==> src/core/bank1_params_map.svh <==
// offsets, field positions, write masks and reset value of the bank 1 parameter registers
`ifndef BANK1_PARAMS_MAP_SVH
`define BANK1_PARAMS_MAP_SVH

// register byte offsets on the configuration port
`define OFS_BANK1_CYCLE_TIME_REG        8'hb8
`define OFS_BANK1_MODULE_PARAMS         8'hc0
`define OFS_BANK1_TIMING_LAT_MINUS_ONE  8'hc4
`define OFS_BANK1_TIMING_LAT_MINUS_TWO  8'hc8

// reset value shared by every register
`define BANK1_REG_RESET                 32'h0000_0000

// writable (implemented) bits of each register, the rest are reserved
`define MASK_BANK1_CYCLE_TIME_REG       32'h0000_ff00
`define MASK_BANK1_MODULE_PARAMS        32'h00ff_ffff
`define MASK_BANK1_TIMING_LAT_MINUS_ONE 32'hff00_0000
`define MASK_BANK1_TIMING_LAT_MINUS_TWO 32'hff00_ff00

// field positions (low bit of each 8-bit field)
`define POS_CYCLE_TIME_AT_MAX_LATENCY   8
`define POS_CAS_LATENCY_SUPPORT_MASK    16
`define POS_INTERNAL_BANK_COUNT         8
`define POS_BURST_LENGTH_SUPPORT_MASK   0
`define POS_CYCLE_TIME_LAT_MINUS_ONE    24
`define POS_ROW_PRECHARGE_MIN           24
`define POS_CYCLE_TIME_LAT_MINUS_TWO    8

// weight of the upper nibble in tenths of a nanosecond
`define NIBBLE_TENTHS_WEIGHT            8'h0a

`endif

==> src/core/bank1_params_pkg.sv <==
// types shared by the bank 1 parameter register block
`default_nettype none

package bank1_params_pkg;

	// register slot index inside the storage array
	typedef enum logic [1:0] {
		SLOT_CYCLE     = 2'h0,
		SLOT_PARAMS    = 2'h1,
		SLOT_MINUS_ONE = 2'h2,
		SLOT_MINUS_TWO = 2'h3
	} reg_slot_t;

	// configuration port request
	typedef struct packed {
		logic        rd;
		logic        wr;
		logic [7:0]  addr;
		logic [3:0]  be;
		logic [31:0] wdata;
	} cfg_req_t;

	// decoded module parameters handed to the memory controller
	typedef struct packed {
		logic [7:0] cas_latency_support_mask;
		logic [7:0] internal_bank_count;
		logic [7:0] burst_length_support_mask;
		logic [7:0] cycle_time_at_max_latency_tenths;
		logic [7:0] cycle_time_latency_minus_one_tenths;
		logic [7:0] cycle_time_latency_minus_two_quarters;
		logic [7:0] row_precharge_min_ns;
	} bank_params_t;

endpackage

`default_nettype wire

==> src/core/memory_bank_param_regs.sv <==
// bank 1 module parameter registers with decoded outputs for the memory controller
`timescale 1ns/1ps
`default_nettype none
`include "bank1_params_map.svh"

module memory_bank_param_regs (
	input  wire logic                            SYS_CLK_IN,
	input  wire logic                            RST_N_IN,
	input  wire bank1_params_pkg::cfg_req_t      CFG_REQ_IN,
	output logic [31:0]                          CFG_RDATA_OUT,
	output logic                                 CFG_RVALID_OUT,
	input  wire logic [7:0]                      BURST_LEN_REQ_IN,
	output bank1_params_pkg::bank_params_t       PARAMS_OUT,
	output logic                                 MODULE_COMPAT_OUT
);
	import bank1_params_pkg::*;

	// address decode, used by both the write and the read path
	function automatic logic [2:0] slot_decode(input logic [7:0] addr);
		unique case (addr)
			`OFS_BANK1_CYCLE_TIME_REG:       slot_decode = {1'b1, SLOT_CYCLE};
			`OFS_BANK1_MODULE_PARAMS:        slot_decode = {1'b1, SLOT_PARAMS};
			`OFS_BANK1_TIMING_LAT_MINUS_ONE: slot_decode = {1'b1, SLOT_MINUS_ONE};
			`OFS_BANK1_TIMING_LAT_MINUS_TWO: slot_decode = {1'b1, SLOT_MINUS_TWO};
			default:                         slot_decode = 3'h0;
		endcase
	endfunction

	// implemented bits of a slot
	function automatic logic [31:0] slot_mask(input logic [1:0] slot);
		unique case (slot)
			SLOT_CYCLE:     slot_mask = `MASK_BANK1_CYCLE_TIME_REG;
			SLOT_PARAMS:    slot_mask = `MASK_BANK1_MODULE_PARAMS;
			SLOT_MINUS_ONE: slot_mask = `MASK_BANK1_TIMING_LAT_MINUS_ONE;
			default:        slot_mask = `MASK_BANK1_TIMING_LAT_MINUS_TWO;
		endcase
	endfunction

	// nibble-split time to tenths of a nanosecond
	function automatic logic [7:0] nibble_to_tenths(input logic [7:0] v);
		nibble_to_tenths = 8'(8'(v[7:4]) * `NIBBLE_TENTHS_WEIGHT + 8'(v[3:0]));
	endfunction

	logic [31:0]  regs_ff [4];
	logic [2:0]   wr_dec;
	logic [2:0]   rd_dec;
	logic [31:0]  be_bits;
	logic [31:0]  nxt_rdata;
	bank_params_t nxt_params;
	bank_params_t params_ff;
	logic [31:0]  rdata_ff;
	logic         rvalid_ff;
	logic         compat_ff;

	assign wr_dec = slot_decode(CFG_REQ_IN.addr);
	assign rd_dec = wr_dec;
	assign be_bits = {{8{CFG_REQ_IN.be[3]}}, {8{CFG_REQ_IN.be[2]}}, {8{CFG_REQ_IN.be[1]}}, {8{CFG_REQ_IN.be[0]}}};

	// register storage, one slot per register; reserved bits never load
	generate
		for (genvar i = 0; i < 4; i++) begin : g_slot
			logic [31:0] wmask;
			assign wmask = be_bits & slot_mask(2'(i));
			always_ff @(posedge SYS_CLK_IN or negedge RST_N_IN) begin
				if (!RST_N_IN) begin
					regs_ff[i] <= `BANK1_REG_RESET;
				end else if (CFG_REQ_IN.wr && wr_dec[2] && wr_dec[1:0] == 2'(i)) begin
					regs_ff[i] <= (regs_ff[i] & ~wmask) | (CFG_REQ_IN.wdata & wmask);
				end
			end
		end
	endgenerate

	// read mux, unmapped offsets read as zero
	always_comb begin
		nxt_rdata = rd_dec[2] ? regs_ff[rd_dec[1:0]] : 32'h0000_0000;
	end

	// read answer, one cycle after the strobe
	always_ff @(posedge SYS_CLK_IN or negedge RST_N_IN) begin
		if (!RST_N_IN) begin
			rdata_ff  <= 32'h0000_0000;
			rvalid_ff <= 1'b0;
		end else begin
			rdata_ff  <= CFG_REQ_IN.rd ? nxt_rdata : 32'h0000_0000;
			rvalid_ff <= CFG_REQ_IN.rd;
		end
	end

	// field decode toward the controller
	always_comb begin
		nxt_params.cas_latency_support_mask  = regs_ff[SLOT_PARAMS][`POS_CAS_LATENCY_SUPPORT_MASK +: 8];
		nxt_params.internal_bank_count       = regs_ff[SLOT_PARAMS][`POS_INTERNAL_BANK_COUNT +: 8];
		nxt_params.burst_length_support_mask = regs_ff[SLOT_PARAMS][`POS_BURST_LENGTH_SUPPORT_MASK +: 8];
		nxt_params.cycle_time_at_max_latency_tenths =
			nibble_to_tenths(regs_ff[SLOT_CYCLE][`POS_CYCLE_TIME_AT_MAX_LATENCY +: 8]);
		nxt_params.cycle_time_latency_minus_one_tenths =
			nibble_to_tenths(regs_ff[SLOT_MINUS_ONE][`POS_CYCLE_TIME_LAT_MINUS_ONE +: 8]);
		nxt_params.cycle_time_latency_minus_two_quarters =
			regs_ff[SLOT_MINUS_TWO][`POS_CYCLE_TIME_LAT_MINUS_TWO +: 8];
		nxt_params.row_precharge_min_ns = regs_ff[SLOT_MINUS_TWO][`POS_ROW_PRECHARGE_MIN +: 8];
	end

	// decoded parameters and compatibility flag, registered
	always_ff @(posedge SYS_CLK_IN or negedge RST_N_IN) begin
		if (!RST_N_IN) begin
			params_ff <= '0;
			compat_ff <= 1'b0;
		end else begin
			params_ff <= nxt_params;
			compat_ff <= |(nxt_params.burst_length_support_mask & BURST_LEN_REQ_IN);
		end
	end

	assign CFG_RDATA_OUT     = rdata_ff;
	assign CFG_RVALID_OUT    = rvalid_ff;
	assign PARAMS_OUT        = params_ff;
	assign MODULE_COMPAT_OUT = compat_ff;

	// checks
	property p_reset_zero;
		@(posedge SYS_CLK_IN) $rose(RST_N_IN) |-> (regs_ff[1] == 32'h0000_0000 && regs_ff[2] == 32'h0000_0000
			&& regs_ff[3] == 32'h0000_0000 && regs_ff[0] == 32'h0000_0000);
	endproperty
	a_reset_zero: assert property (p_reset_zero) else $error("register not zero after reset");

	property p_params_write;
		@(posedge SYS_CLK_IN) disable iff (!RST_N_IN)
		(CFG_REQ_IN.wr && CFG_REQ_IN.addr == 8'hc0 && CFG_REQ_IN.be == 4'hf)
		|=> regs_ff[1] == ($past(CFG_REQ_IN.wdata) & 32'h00ff_ffff);
	endproperty
	a_params_write: assert property (p_params_write) else $error("C0h write not stored");

	property p_reserved_zero;
		@(posedge SYS_CLK_IN) disable iff (!RST_N_IN)
		(regs_ff[1][31:24] == 8'h00) && (regs_ff[2][23:0] == 24'h00_0000)
		&& (regs_ff[3] & 32'h00ff_00ff) == 32'h0000_0000 && (regs_ff[0] & 32'hffff_00ff) == 32'h0000_0000;
	endproperty
	a_reserved_zero: assert property (p_reserved_zero) else $error("reserved bit set");

	property p_read_back;
		@(posedge SYS_CLK_IN) disable iff (!RST_N_IN)
		(CFG_REQ_IN.rd && CFG_REQ_IN.addr == 8'hc8) |=> CFG_RVALID_OUT && CFG_RDATA_OUT == $past(regs_ff[3]);
	endproperty
	a_read_back: assert property (p_read_back) else $error("C8h read wrong");

	property p_unmapped_zero;
		@(posedge SYS_CLK_IN) disable iff (!RST_N_IN)
		(CFG_REQ_IN.rd && slot_decode(CFG_REQ_IN.addr) == 3'h0) |=> CFG_RDATA_OUT == 32'h0000_0000;
	endproperty
	a_unmapped_zero: assert property (p_unmapped_zero) else $error("unmapped read not zero");

	property p_compat;
		@(posedge SYS_CLK_IN) disable iff (!RST_N_IN)
		##1 MODULE_COMPAT_OUT == |($past(regs_ff[1][7:0]) & $past(BURST_LEN_REQ_IN));
	endproperty
	a_compat: assert property (p_compat) else $error("compatibility flag wrong");

	property p_minus_one_tenths;
		@(posedge SYS_CLK_IN) disable iff (!RST_N_IN)
		##1 PARAMS_OUT.cycle_time_latency_minus_one_tenths ==
			8'($past(regs_ff[2][31:28]) * 10 + $past(regs_ff[2][27:24]));
	endproperty
	a_minus_one_tenths: assert property (p_minus_one_tenths) else $error("minus one decode wrong");

	property p_fields_follow;
		@(posedge SYS_CLK_IN) disable iff (!RST_N_IN)
		(CFG_REQ_IN.wr && CFG_REQ_IN.addr == 8'hc0 && CFG_REQ_IN.be == 4'hf && !$past(CFG_REQ_IN.wr))
		|-> ##2 PARAMS_OUT.internal_bank_count == $past(CFG_REQ_IN.wdata[15:8], 2)
		&& PARAMS_OUT.cas_latency_support_mask == $past(CFG_REQ_IN.wdata[23:16], 2);
	endproperty
	a_fields_follow: assert property (p_fields_follow) else $error("decoded fields lag wrong");

	property p_minus_two;
		@(posedge SYS_CLK_IN) disable iff (!RST_N_IN)
		##1 PARAMS_OUT.cycle_time_latency_minus_two_quarters == $past(regs_ff[3][15:8])
		&& PARAMS_OUT.row_precharge_min_ns == $past(regs_ff[3][31:24]);
	endproperty
	a_minus_two: assert property (p_minus_two) else $error("C8h decode wrong");

	property p_hold;
		@(posedge SYS_CLK_IN) disable iff (!RST_N_IN)
		!CFG_REQ_IN.wr |=> $stable(regs_ff[0]) && $stable(regs_ff[2]);
	endproperty
	a_hold: assert property (p_hold) else $error("register changed without write");

	property p_rdata_idle;
		@(posedge SYS_CLK_IN) disable iff (!RST_N_IN)
		!CFG_REQ_IN.rd |=> !CFG_RVALID_OUT && CFG_RDATA_OUT == 32'h0000_0000;
	endproperty
	a_rdata_idle: assert property (p_rdata_idle) else $error("read answer stands too long");

	property p_burst_field;
		@(posedge SYS_CLK_IN) disable iff (!RST_N_IN)
		##1 PARAMS_OUT.burst_length_support_mask == $past(regs_ff[1][7:0]);
	endproperty
	a_burst_field: assert property (p_burst_field) else $error("burst mask decode wrong");

	property p_max_latency;
		@(posedge SYS_CLK_IN) disable iff (!RST_N_IN)
		##1 PARAMS_OUT.cycle_time_at_max_latency_tenths ==
			8'($past(regs_ff[0][15:12]) * 10 + $past(regs_ff[0][11:8]));
	endproperty
	a_max_latency: assert property (p_max_latency) else $error("max latency decode wrong");

	c_compat: cover property (@(posedge SYS_CLK_IN) disable iff (!RST_N_IN) $rose(MODULE_COMPAT_OUT));
	c_read_c4: cover property (@(posedge SYS_CLK_IN) disable iff (!RST_N_IN)
		CFG_REQ_IN.rd && CFG_REQ_IN.addr == 8'hc4 ##1 CFG_RDATA_OUT != 32'h0000_0000);
	c_partial_be: cover property (@(posedge SYS_CLK_IN) disable iff (!RST_N_IN)
		CFG_REQ_IN.wr && CFG_REQ_IN.be == 4'h2 && CFG_REQ_IN.addr == 8'hc0);

endmodule

`default_nettype wire

==> config.mk <==
export PLATFORM = sky130hd
export DESIGN_NAME = memory_bank_param_regs
export DESIGN_NICKNAME = d
export VERILOG_FILES = /design/src/core/bank1_params_pkg.sv /design/src/core/memory_bank_param_regs.sv
export VERILOG_INCLUDE_DIRS = /design/src /design/src/core
export SDC_FILE = /design/constraint.sdc
export NUM_CORES = 1
export LEC_CHECK = 0
export BUFFER_PORTS_ARGS = -buffer_cell sky130_fd_sc_hd__clkbuf_2
export CORE_MARGIN = 1
export CORE_UTILIZATION = 47
export DETAILED_ROUTE_END_ITERATION = 6
export PLACE_DENSITY_LB_ADDON = 0.3
export RECOVER_POWER = 50
export SYNTH_ARGS = -nofsm -noshare
export SYNTH_HDL_FRONTEND = slang
export SYNTH_SLANG_ARGS = --single-unit
export TNS_END_PERCENT = 50
==> constraint.sdc <==
create_clock -name SYS_CLK_IN -period 2.3 [get_ports SYS_CLK_IN]
set_clock_uncertainty 0.05 [all_clocks]
set_input_delay 0.46 -clock SYS_CLK_IN [delete_from_list [all_inputs] [get_ports SYS_CLK_IN]]
set_output_delay 0.46 -clock SYS_CLK_IN [all_outputs]
set_load 0.005 [all_outputs]
==> reports/results.ini <==
[timing]
setup_viol_count_final = 1
final-hold-violation-count = 0
finalWorstSetupSlack_ns = -0.0300
worst_pin_slew_ns = 1.24
tns_ns = -0.0300
layout_min_cycle_time_ns = 2.33
max_clock_freq_mhz = 429
rsz0062_at_grt = yes
timing.final.crit_share_pct = 101
max-slew-margin-rel_pct = 17.2
maxSlewViolCount = 0

[layout]
finish.utilization_pct = 62.6
final_layout_size_suffix_gt1_share_pct = 48.5
antenna_cells_inserted = 0
final_cell_count_no_fill = 683
areaGrowthSynthToFinish_pct = 29.9
area_taken_by_multi_input_logic_gates_um2 = 1810
sequential_cell_area_um2 = 3650
layout.filler_cells = 876
nets = 603
finalInstanceArea_um2 = 7120

[worst_setup_path]
critPathCaptureType = flip-flop
crit_type = reg2reg
startpoint_type = flip-flop
critPathMaxFanout = 3
crit_required_ns = 2.60
critical_path_arrival_ns = 2.63

[placement]
placement.setup.worst_slack_ns = -0.0357
port_buffers = 145
dpl.cell_count = 652
hpwlAfterDp_um = 8430
placedInstanceArea_um2 = 6520
routabilityCongestion = 0.782

[detailed_routing]
vias = 3432
drt-vias-per-instance = 5.02
drt_pre_antenna_iters = 4
drt_first_iter_violations = 189
antenna_violating_nets_left = 0
drt-wirelength-per-cell_um = 17.4
route.final.wire_length_um = 11900
remaining_drc_errors = 0

[yosys]
synth.yosys.seq_area_share_pct = 66.7
netlist_area_um2 = 5480
synth_cells = 354
synth_top_area_share_pct = 66.7
synth_fp_nets = 428
synth.area.top_cells = sky130_fd_sc_hd__dfrtp_1 67%, sky130_fd_sc_hd__mux2_2 11%, sky130_fd_sc_hd__ha_1 3.2%, sky130_fd_sc_hd__a22oi_1 2.7%, sky130_fd_sc_hd__mux2_4 2.2%
yosys.cell_types.count = 34
syn-mean-instance-area_um2 = 15.5
synth-warning-count = 0
synth-seq-cells = 146
netlist.top_cell.by_area = sky130_fd_sc_hd__dfrtp_1

[grt]
grt_remaining_overflow = 0
number_of_antenna_violations_at_the_first_check_in_global_routing = 0
grt_start_max_net_pins = 53
grt_pass1_wl_um = 18100
number_of_global_route_vias_before_repair = 3466
gr-usage-all-layers_pct = 21.1

[floorplanning]
die_h_um = 110
core_area_um2 = 11400
die_width_um = 110
initial_utilization_pct = 48.2
ios = 146
die_area_um2 = 12100
fp-row-count = 39

[clock_tree]
clk_root_buffer_cell = sky130_fd_sc_hd__clkbuf_16
clock_latency_at_the_later_pin_of_the_worst_skew_pair_ns = 0.42
post-cts-setup-buffers = 0
clock_tree_from_tritoncts = done
h-tree-depth = 4
path_clk_slew_ns = 0.05
clock-sinks = 146
cts_buffers = 17
cts_buffer_depth = 2

[power_and_ir_drop]
total_leakage_power_nw = 3.85
power_density_nw_per_um2 = 802
ir_worst_vdd_mv = 0.534

[status]
failing_checks = negative setup slack
run_status = finished with violations

[job]
max_cap_violations = 0

[min_path]
min_delay_path_class = in2reg

[routing by layer]
layer	track usage, %	wire length, um
met1	26.4	5090
met4	10.7	243
met2	32.6	5690
met5	0	0
met3	6.99	859
[stage by stage]
| stage | hold WS (ns) | total power, W |
|---|---|---|
| 3_3_place_gp | 0.315 | 0.00300 |
| 4_1_cts | 0.148 | 0.00579 |
| 6_report | 0.190 | 0.00571 |
| 2_1_floorplan | 0.114 | 0.00281 |
| 5_1_grt | 0.188 | 0.00593 |
| 3_5_place_dp | 0.321 | 0.00301 |
[cell usage in the layout (no fill, tap or decap), drive strengths merged, types with 2 or more instances in the layout]
cell type / n
nand3: 5
fa: 4
nand2b: 2
nor2b: 4
a22oi: 20
ha: 14
and3b: 2
o21ai: 3
nor2: 22
inv: 4
a21o: 3
nand4b: 4
clkbuf: 172
nand2: 7
bufinv: 3
clkinv: 2
dfrtp: 146
mux2: 62
buf: 16
a21oi: 4
nor3b: 2
o211ai: 3
and4b: 2
and2: 17
xnor2: 9
[synthesized netlist by cell type]
cell	instances
sky130_fd_sc_hd__dfrtp_1	146
sky130_fd_sc_hd__mux2_2	54
sky130_fd_sc_hd__a22oi_1	20
sky130_fd_sc_hd__nor2_1	19
sky130_fd_sc_hd__and2_1	17
sky130_fd_sc_hd__ha_1	14
sky130_fd_sc_hd__xnor2_1	9
sky130_fd_sc_hd__mux2_4	8
sky130_fd_sc_hd__nand2_1	7
sky130_fd_sc_hd__nand3_1	5
sky130_fd_sc_hd__a21oi_1	4
sky130_fd_sc_hd__buf_2	4
sky130_fd_sc_hd__fa_1	4
sky130_fd_sc_hd__inv_1	4
sky130_fd_sc_hd__nor2b_1	4
sky130_fd_sc_hd__a21o_1	3
sky130_fd_sc_hd__nor2_2	3
sky130_fd_sc_hd__o211ai_1	3
sky130_fd_sc_hd__o21ai_0	3
sky130_fd_sc_hd__and3b_1	2
sky130_fd_sc_hd__and4b_1	2
sky130_fd_sc_hd__buf_1	2
sky130_fd_sc_hd__buf_6	2
sky130_fd_sc_hd__nand2b_1	2
sky130_fd_sc_hd__nand4b_1	2
sky130_fd_sc_hd__nand4b_2	2
sky130_fd_sc_hd__nor3b_4	2
sky130_fd_sc_hd__and4_1	1
sky130_fd_sc_hd__nand4_1	1
sky130_fd_sc_hd__o2111ai_1	1
sky130_fd_sc_hd__o21bai_1	1
sky130_fd_sc_hd__or3b_2	1
sky130_fd_sc_hd__or4b_2	1
sky130_fd_sc_hd__xor2_1	1
[final timing paths]
check / to / start / depth (start not counted) / slack, ns
worst max-delay path: PARAMS_OUT[31]$_DFF_PN0_ / flip-flop / 7 / -0.03
worst min-delay path: CFG_RVALID_OUT$_DFF_PN0_ / CFG_REQ_IN[45] / 1 / 0.19
worst max register to register: PARAMS_OUT[31]$_DFF_PN0_ / flip-flop / 7 / -0.03
worst min register to register: PARAMS_OUT[54]$_DFF_PN0_ / flip-flop / 0 / 0.33
max in group asynchronous: PARAMS_OUT[16]$_DFF_PN0_ / RST_N_IN / 3 / 0.28
min in group asynchronous: PARAMS_OUT[36]$_DFF_PN0_ / RST_N_IN / 2 / 0.80
[repair_timing]
action,in CTS,in global routing
pin swaps,0,5
cloned,0,0
endpoints found under the hold margin,49,0
hold buffers,1,0
setup endpoints to repair,1,1
gates resized for setup,0,3
[report_power, final]
group          switching (W)  internal, W  leakage (nW)
logic               0.000151     0.000134          1.55
clock network       0.000948      0.00180         0.293
registers          0.0000356      0.00264          2.01
[worst max-delay path, stage by stage (launching register included)]
cell	delay [ns]
sky130_fd_sc_hd__dfrtp_1	0.41
sky130_fd_sc_hd__ha_4	0.26
sky130_fd_sc_hd__ha_4	0.16
sky130_fd_sc_hd__fa_1	0.58
sky130_fd_sc_hd__nand2_1	0.08
sky130_fd_sc_hd__o21bai_4	0.18
sky130_fd_sc_hd__or4b_4	0.48
sky130_fd_sc_hd__nand3_2	0.07
[layout make-up]
cell class,count,area share (%)
inverters,4,0.211
repair buffers,164,12.2
flip-flops and latches,146,51.3
clock buffers,25,6.96
clock inverters,5,1.41
multi-input cells,196,25.4
well taps,143,2.51
[kinds of logic after synthesis]
group / synth area share, %
flops: 66.7
fa+ha+maj: 4.66
buf+inv: 1.19
mux: 13.3
xor+xnor: 1.60
compound gates: 4.50
simple gates: 8.06
(Power assumes the default switching activity.)
